### config.mk
export PLATFORM = sky130hd
export DESIGN_NAME = alc_ctrl
export DESIGN_NICKNAME = d
export VERILOG_FILES = /design/src/alc_pkg.sv /design/src/alc_ctrl.sv
export SDC_FILE = /design/constraint.sdc
export NUM_CORES = 1
export LEC_CHECK = 0
export BUFFER_PORTS_ARGS = -buffer_cell sky130_fd_sc_hd__buf_2
export CORE_ASPECT_RATIO = 1.75
export CORE_MARGIN = 2
export CORE_UTILIZATION = 46
export CTS_BUF_LIST = sky130_fd_sc_hd__clkbuf_4 sky130_fd_sc_hd__clkbuf_8 sky130_fd_sc_hd__clkbuf_16
export DETAILED_ROUTE_END_ITERATION = 8
export PLACE_DENSITY = 0.75
export SKIP_LAST_GASP = 1
export SLEW_MARGIN = 20
export SYNTH_ARGS = -nofsm -noshare
export SYNTH_HDL_FRONTEND = slang
export SYNTH_SLANG_ARGS = --single-unit
### constraint.sdc
create_clock -name clock -period 3.98 [get_ports clock]
set_clock_uncertainty 0.05 [all_clocks]
set_input_delay 0.398 -clock clock [delete_from_list [all_inputs] [get_ports clock]]
set_output_delay 0.398 -clock clock [all_outputs]
set_load 0.02 [all_outputs]
### src/alc_pkg.sv
package alc_pkg;

    ////////////////////////////////////////////////////////////////////////
    // register map
    localparam logic [7:0] ALC_ADDR_CFG_A = 8'h1b;
    localparam logic [7:0] ALC_ADDR_CFG_B = 8'h1c;
    localparam logic [7:0] ALC_CFG_RST = 8'h00;

    ////////////////////////////////////////////////////////////////////////
    // field positions inside both configuration registers
    localparam int ALC_SENSOR_A_FILTER_PERIOD_MSB = 7;
    localparam int ALC_SENSOR_A_FILTER_PERIOD_LSB = 5;
    localparam int ALC_FORCE_BIT = 4;
    localparam int ALC_DARK_RES_BIT = 3;
    localparam int ALC_OFFICE_RES_BIT = 2;
    localparam int ALC_DARK_EN_BIT = 1;
    localparam int ALC_OFFICE_EN_BIT = 0;

    ////////////////////////////////////////////////////////////////////////
    // timing
    localparam int unsigned ALC_CLK_KHZ = 40000;
    localparam int unsigned ALC_SENSOR_A_FILTER_PERIOD_BASE_MS = 80;
    localparam int unsigned ALC_SENSOR_A_FILTER_PERIOD_MAX_MS = 10240;
    localparam int unsigned ALC_SENSOR_A_FILTER_PERIOD_BASE_CYC = ALC_SENSOR_A_FILTER_PERIOD_BASE_MS * ALC_CLK_KHZ;
    localparam int ALC_CNT_W = 32;

    ////////////////////////////////////////////////////////////////////////
    // channel and level indices
    localparam int ALC_NUM_CH = 2;
    localparam int ALC_NUM_LVL = 2;
    localparam int ALC_LVL_OFFICE = 0;
    localparam int ALC_LVL_DARK = 1;

    ////////////////////////////////////////////////////////////////////////
    // backlight level chosen from the results
    typedef enum logic [1:0] {
        ALC_BL_DAYLIGHT,
        ALC_BL_OFFICE,
        ALC_BL_DARK
    } alc_level_t;

endpackage

### src/alc_ctrl.sv
`timescale 1ns/10ps
`default_nettype none

// Behaviour
// - sensor a filter code bits 7:5 select 80 ms times two to the code.
// - sensor b filter code bits 7:5 use the same 80 ms doubling encoding.
// - setting bit 4 of config a forces a sensor a conversion, backlight off and independent sinks on.
// - hardware clears the forced-read bit once results are valid.
// - forced read does nothing while the backlight runs; normal evaluation continues.
// - bit 4 of config b is the same forced read for sensor b.
// - config a bits 3 and 2 show sensor a dark and office results.
// - config b bits 3 and 2 show sensor b dark and office results.
// - config a bit 1 enables the sensor a dark comparator.
// - config a bit 0 enables the sensor a office comparator.
// - config b bit 1 enables the sensor b dark comparator.
// - config b bit 0 enables the sensor b office comparator.
// - dark result wins over office result when choosing the backlight level.
// - reading below the office trip level trips the office comparator.
// - reading above trip plus hysteresis releases it back to daylight.
module alc_ctrl
    import alc_pkg::*;
#(
    parameter int unsigned FILTER_BASE_CYC = ALC_SENSOR_A_FILTER_PERIOD_BASE_CYC
) (
    input wire logic clock,
    input wire logic rstn,
    input wire logic reg_wr,
    input wire logic [7:0] reg_addr,
    input wire logic [7:0] reg_wdata,
    output logic [7:0] reg_rdata,
    input wire logic backlight_on,
    input wire logic indep_sinks_on,
    input wire logic [7:0] light_sense_input_a,
    input wire logic sample_valid_a,
    input wire logic [7:0] light_sense_input_b,
    input wire logic sample_valid_b,
    input wire logic [7:0] office_trip_level,
    input wire logic [7:0] office_hysteresis,
    input wire logic [7:0] dark_trip_level,
    input wire logic [7:0] dark_hysteresis,
    output logic conv_request_a,
    output logic conv_request_b,
    output logic [1:0] sensor_a_level,
    output logic [1:0] sensor_b_level
);

    ////////////////////////////////////////////////////////////////////////
    // per channel views of the ports

    logic [7:0] code [ALC_NUM_CH];
    logic smp [ALC_NUM_CH];
    logic [7:0] trip [ALC_NUM_LVL];
    logic [7:0] hys [ALC_NUM_LVL];
    logic [7:0] cfg_addr [ALC_NUM_CH];

    assign code[0] = light_sense_input_a;
    assign code[1] = light_sense_input_b;
    assign smp[0] = sample_valid_a;
    assign smp[1] = sample_valid_b;
    assign trip[ALC_LVL_OFFICE] = office_trip_level;
    assign trip[ALC_LVL_DARK] = dark_trip_level;
    assign hys[ALC_LVL_OFFICE] = office_hysteresis;
    assign hys[ALC_LVL_DARK] = dark_hysteresis;
    assign cfg_addr[0] = ALC_ADDR_CFG_A;
    assign cfg_addr[1] = ALC_ADDR_CFG_B;

    ////////////////////////////////////////////////////////////////////////
    // configuration, forced read and level state per channel

    logic [2:0] sensor_a_filter_period_ff [ALC_NUM_CH];
    logic [2:0] nxt_sensor_a_filter_period [ALC_NUM_CH];
    logic force_ff [ALC_NUM_CH];
    logic nxt_force [ALC_NUM_CH];
    logic [ALC_NUM_LVL-1:0] en_ff [ALC_NUM_CH];
    logic [ALC_NUM_LVL-1:0] nxt_en [ALC_NUM_CH];
    logic [ALC_NUM_LVL-1:0] res_ff [ALC_NUM_CH];
    logic [ALC_NUM_LVL-1:0] nxt_res [ALC_NUM_CH];
    logic [1:0] level_ff [ALC_NUM_CH];
    logic [1:0] nxt_level [ALC_NUM_CH];
    logic conv_ff [ALC_NUM_CH];
    logic nxt_conv [ALC_NUM_CH];
    logic force_go [ALC_NUM_CH];
    logic force_done [ALC_NUM_CH];
    logic [ALC_CNT_W-1:0] limit [ALC_NUM_CH];

    genvar c;
    genvar l;
    generate
        for (c = 0; c < ALC_NUM_CH; c = c + 1) begin : g_ch
            logic wr_hit;

            assign wr_hit = reg_wr && (reg_addr == cfg_addr[c]);
            // a pending request only runs with the backlight dark and sinks live
            assign force_go[c] = force_ff[c] && indep_sinks_on && !backlight_on;
            assign force_done[c] = force_go[c] && smp[c];
            // base interval doubled per code step; 10240 ms still fits 32 bits
            assign limit[c] = ALC_CNT_W'(FILTER_BASE_CYC) << sensor_a_filter_period_ff[c];

            always_comb begin
                nxt_sensor_a_filter_period[c] = sensor_a_filter_period_ff[c];
                nxt_en[c] = en_ff[c];
                nxt_force[c] = force_ff[c];
                if (force_done[c] || backlight_on) begin
                    nxt_force[c] = 1'b0;
                end
                if (wr_hit) begin
                    nxt_sensor_a_filter_period[c] = reg_wdata[ALC_SENSOR_A_FILTER_PERIOD_MSB:ALC_SENSOR_A_FILTER_PERIOD_LSB];
                    nxt_en[c][ALC_LVL_DARK] = reg_wdata[ALC_DARK_EN_BIT];
                    nxt_en[c][ALC_LVL_OFFICE] = reg_wdata[ALC_OFFICE_EN_BIT];
                    // a fresh request written as the old one finishes survives
                    if (reg_wdata[ALC_FORCE_BIT] && !backlight_on) begin
                        nxt_force[c] = 1'b1;
                    end
                end
                nxt_conv[c] = backlight_on || force_go[c];
                // dark wins over office
                if (nxt_res[c][ALC_LVL_DARK]) begin
                    nxt_level[c] = ALC_BL_DARK;
                end else if (nxt_res[c][ALC_LVL_OFFICE]) begin
                    nxt_level[c] = ALC_BL_OFFICE;
                end else begin
                    nxt_level[c] = ALC_BL_DAYLIGHT;
                end
            end

            always_ff @(posedge clock or negedge rstn) begin
                if (!rstn) begin
                    sensor_a_filter_period_ff[c] <= ALC_CFG_RST[ALC_SENSOR_A_FILTER_PERIOD_MSB:ALC_SENSOR_A_FILTER_PERIOD_LSB];
                    force_ff[c] <= 1'b0;
                    en_ff[c] <= '0;
                    level_ff[c] <= ALC_BL_DAYLIGHT;
                    conv_ff[c] <= 1'b0;
                end else begin
                    sensor_a_filter_period_ff[c] <= nxt_sensor_a_filter_period[c];
                    force_ff[c] <= nxt_force[c];
                    en_ff[c] <= nxt_en[c];
                    level_ff[c] <= nxt_level[c];
                    conv_ff[c] <= nxt_conv[c];
                end
            end

            ////////////////////////////////////////////////////////////////
            // one filtered comparator per level

            for (l = 0; l < ALC_NUM_LVL; l = l + 1) begin : g_lvl
                logic [ALC_CNT_W-1:0] cnt_ff;
                logic [ALC_CNT_W-1:0] nxt_cnt;
                logic away_ff;
                logic nxt_away;
                logic want;
                logic [8:0] rel_level;

                assign rel_level = {1'b0, trip[l]} + {1'b0, hys[l]};

                always_comb begin
                    // hysteresis: trip below the level, release above level plus band
                    if (res_ff[c][l]) begin
                        want = !({1'b0, code[c]} > rel_level);
                    end else begin
                        want = code[c] < trip[l];
                    end
                    nxt_res[c][l] = res_ff[c][l];
                    nxt_cnt = cnt_ff;
                    nxt_away = away_ff;
                    if (!en_ff[c][l]) begin
                        nxt_res[c][l] = 1'b0;
                        nxt_cnt = '0;
                        nxt_away = 1'b0;
                    end else if (force_done[c]) begin
                        // a forced read has no history to filter against
                        nxt_res[c][l] = want;
                        nxt_cnt = '0;
                        nxt_away = 1'b0;
                    end else if (!backlight_on) begin
                        // no readings come with the backlight dark, so a half-run interval starts over
                        nxt_cnt = '0;
                        nxt_away = 1'b0;
                    end else begin
                        if (smp[c]) begin
                            nxt_away = want != res_ff[c][l];
                        end
                        if (!nxt_away) begin
                            nxt_cnt = '0;
                        end else if (cnt_ff >= limit[c] - 1'b1) begin
                            nxt_res[c][l] = !res_ff[c][l];
                            nxt_cnt = '0;
                            nxt_away = 1'b0;
                        end else begin
                            nxt_cnt = cnt_ff + 1'b1;
                        end
                    end
                end

                always_ff @(posedge clock or negedge rstn) begin
                    if (!rstn) begin
                        cnt_ff <= '0;
                        away_ff <= 1'b0;
                        res_ff[c][l] <= 1'b0;
                    end else begin
                        cnt_ff <= nxt_cnt;
                        away_ff <= nxt_away;
                        res_ff[c][l] <= nxt_res[c][l];
                    end
                end
            end
        end
    endgenerate

    ////////////////////////////////////////////////////////////////////////
    // read back, one cycle behind the address

    logic [7:0] rdata_ff;
    logic [7:0] nxt_rdata;

    function automatic logic [7:0] pack_cfg(
        input logic [2:0] f,
        input logic fr,
        input logic [1:0] r,
        input logic [1:0] e
    );
        logic [7:0] v;
        v = 8'h00;
        v[ALC_SENSOR_A_FILTER_PERIOD_MSB:ALC_SENSOR_A_FILTER_PERIOD_LSB] = f;
        v[ALC_FORCE_BIT] = fr;
        v[ALC_DARK_RES_BIT] = r[ALC_LVL_DARK];
        v[ALC_OFFICE_RES_BIT] = r[ALC_LVL_OFFICE];
        v[ALC_DARK_EN_BIT] = e[ALC_LVL_DARK];
        v[ALC_OFFICE_EN_BIT] = e[ALC_LVL_OFFICE];
        return v;
    endfunction

    always_comb begin
        case (reg_addr)
            ALC_ADDR_CFG_A: begin
                nxt_rdata = pack_cfg(sensor_a_filter_period_ff[0], force_ff[0], res_ff[0], en_ff[0]);
            end
            ALC_ADDR_CFG_B: begin
                nxt_rdata = pack_cfg(sensor_a_filter_period_ff[1], force_ff[1], res_ff[1], en_ff[1]);
            end
            default: begin
                nxt_rdata = 8'h00;
            end
        endcase
    end

    always_ff @(posedge clock or negedge rstn) begin
        if (!rstn) begin
            rdata_ff <= 8'h00;
        end else begin
            rdata_ff <= nxt_rdata;
        end
    end

    ////////////////////////////////////////////////////////////////////////
    // outputs

    assign reg_rdata = rdata_ff;
    assign conv_request_a = conv_ff[0];
    assign conv_request_b = conv_ff[1];
    assign sensor_a_level = level_ff[0];
    assign sensor_b_level = level_ff[1];

endmodule // alc_ctrl

`default_nettype wire

==> impl_results.md <==
* First-pass GRT wire length at 49.16 mm
* Tightest Pin Transition at 850.8 ps
* Layout area overhead at 15.76%
* Dpl cell area at 13170 um2
* Die Y at 218.3 um
* XOR/XNOR share of the synthesized area at 0.1031
* Post-synthesis simple-gate area fraction at 0.2023
* Final setup TNS at 0 ps
* Synth cell count leaders: 189 x nor2_1, 184 x ha_1, 160 x dfrtp_1
* Vias per cell at 5.712
* Netlist cell types at 77
* Req. time, crit path at 4310 ps
* Deepest level of the CTS H-tree at 4
* Synthesized area at 12070 um2
* Initial antenna violation count at 3
* Power Density at 288.8 nW/um2
* Count leader, synth: nor2_1
* Final instance area at 13970 um2
* DP Wirelength at 23.64 mm
* Placed insts at 1748
* Post-route DRC at 0
* Async set-reset flop share out of synthesis at 1.000
* Vias in the first global route at 10.30k
* WHS at 147.0 ps
* Port bufs at 82
* Gate Count Post-Synth at 1316
* RSZ-0062 raised after global routing: yes
* Critical Path End Type: flip-flop
* CP max FO at 10
* Finished Layout Cells at 1787
* Tot Pwr at 4.035 mW
* Worst r2r path cells at 17
* Fmax at 258.8 MHz
* CP Class: reg2reg
* DRT Pass-1 Iters at 5
* Top-level port count at 85
* Layout cells sized above 1 at 0.1521
* Chip width at 126.4 um
* Die Area at 27590 um2
* Worst skew pair latency at 450 ps
* Clk slew on worst S/H paths at 60 ps
* Largest family of logic cells by synthesized area: simple AND/OR/NAND/NOR gates
* Final core utilization at 0.5401
* CTS Buffer Depth at 2
* Post-Route WL at 30.39 mm
* Sequential share of the synthesized area at 0.3318
* WHS Path Cells at 2
* Share of the synthesized area in the top cell type at 0.3318
* Yosys top cell by area: dfrtp_1
* FF+latch count, synth at 160
* Slew margin rel. at 0.4268
* Synth Area in Compound Gates at 0.1237
* Final WS setup at 116.5 ps
* Worst hold path class: in2reg
* Num CTS Buffers at 17
* Via count at 10.21k
* Number of synthesized flops with an enable pin at 0
* Largest net degree at the start of global routing at 85
* Fin crit period at 3864 ps
* Adder-cell share of the synthesized area at 0.1958
* Avg WL per Cell at 17.00 um
* Total core area at 25860 um2
* Top cells by area, synth: dfrtp_1 33%, ha_1 19%, nor2_1 5.9%
* Gr ovfl total at 0
* Critical path startpoint category: flip-flop
* RePlAce Congestion at 0.9705
* Total GRT Usage at 0.2223
* Initial Util at 0.4666
* Maximum capacitance violations at 0
* Top FF cell, synth: dfrtp_1
* Arrival time of the worst setup path at 4190 ps
* Syn Area/Cell at 9.169 um2
* Initial DRC count at 459
* Post-Place Worst Slack at -103.2 ps
* Root Buffer: clkbuf_16
* Final Hold Viols at 0
* VDD IR max at 0.3275 mV
* Clock sink total at 160
* CTS tree: built
* Post-DRT Antenna Nets at 0
* Status: completed
* Post-synthesis mux area share at 0.01182
* Setup violators final at 0
* Yosys warnings at 0
* Layout Nets at 1711
* Static Leakage at 6.452 nW
* Final Cycle Share at 0.9707
* Core Rows at 78
* Pins over their slew limit at 0
[flip-flops by register name, summed over array words and instances, names as in the netlist]
name	flops
conv_request_a	1
sensor_a_level	2
g_ch.g_lvl.cnt_ff	128
force_ff	2
reg_rdata	8
en_ff	4
g_ch.g_lvl.away_ff	4
res_ff	2
sensor_a_filter_period_ff	6
sensor_b_level	2
conv_request_b	1
[per-layer routing]
layer | GRT usage | part of all wire | routed length (um)
met5 | 0 | 0.00069 | 21
met4 | 0.1359 | 0.056 | 1710
met1 | 0.2258 | 0.37 | 11290
met3 | 0.03476 | 0.034 | 1046
met2 | 0.4184 | 0.54 | 16310
[worst paths after layout]
| check | slack [ps] | to | from |
|---|---|---|---|
| worst max-delay path | 120 | g_ch[1].g_lvl[0].cnt_ff[24] | sensor_a_filter_period_ff[0] |
| worst min-delay path | 150 | sensor_a_filter_period_ff[3] | reg_wdata[5] |
| worst max register to register | 120 | g_ch[1].g_lvl[0].cnt_ff[24] | sensor_a_filter_period_ff[0] |
| worst min register to register | 410 | g_ch[1].g_lvl[1].cnt_ff[0] | g_ch[1].g_lvl[1].cnt_ff[0] |
| max in group asynchronous | 2390 | g_ch[1].g_lvl[0].cnt_ff[22] | rstn |
| min in group asynchronous | 520 | g_ch[0].g_lvl[0].cnt_ff[27] | rstn |
[critical path, cell delays in order, from the launching register on]
cell,delay (ps)
dfrtp_2,400
buf_4,190
fa_2,420
nor4b_4,320
a41oi_2,180
nor2_1,120
a21oi_1,80
ha_1,350
buf_4,150
a211oi_2,210
o21ai_1,90
a221oi_1,270
buf_4,170
o2111ai_2,120
nand2_2,150
nand3_4,160
clkbuf_16,230
nor2_2,110
[placed cells by master, fill, tap and decap left out, types with 11 or more instances in the layout]
| master | instances |
|---|---|
| nand4_1 | 31 |
| nand2_1 | 98 |
| a31oi_1 | 14 |
| xor2_1 | 80 |
| o21ai_0 | 36 |
| xnor2_1 | 62 |
| clkbuf_16 | 19 |
| nand3_1 | 58 |
| ha_1 | 181 |
| nor2_1 | 180 |
| nor2b_1 | 11 |
| buf_2 | 81 |
| and3_1 | 37 |
| buf_4 | 49 |
| a211oi_1 | 13 |
| dfrtp_1 | 157 |
| inv_1 | 53 |
| a21oi_1 | 55 |
| o21a_1 | 12 |
| nor3_1 | 24 |
[timing repair]
action	4_1_cts	5_1_grt
setup buffers	0	2
setup endpoints to repair	66	108
resized for setup	6	27
hold buffers	1	0
gates cloned	0	3
pin swaps	1	10
hold endpoints to repair	79	0
[kinds of logic after synthesis]
family / after synthesis
compound gates: 220
xor+xnor: 142
fa+ha+maj: 187
buf+inv: 84
flops: 160
mux: 13
other cells: 1
simple gates: 509
[power breakdown]
part | total (mW) | switching, mW | leakage, nW | internal, mW
Sequential | 1.64 | 0.00765 | 2.22 | 1.63
Clock | 1.65 | 0.717 | 0.289 | 0.930
Combinational | 0.748 | 0.435 | 3.94 | 0.313
[layout make-up]
| type | instances | area [um2] |
|---|---|---|
| Clock inverter | 15 | 157.7 |
| Fill cell | 2304 | 11890 |
| Inverter | 55 | 206.4 |
| Clock buffer | 17 | 425.4 |
| Timing Repair Buffer | 138 | 915.9 |
| Tap cell | 320 | 400.4 |
| Multi-Input combinational cell | 1081 | 7853 |
| Sequential cell | 160 | 4008 |
| Antenna cell | 1 | 2.502 |
No activity file was read; power rests on OpenSTA's default activity.
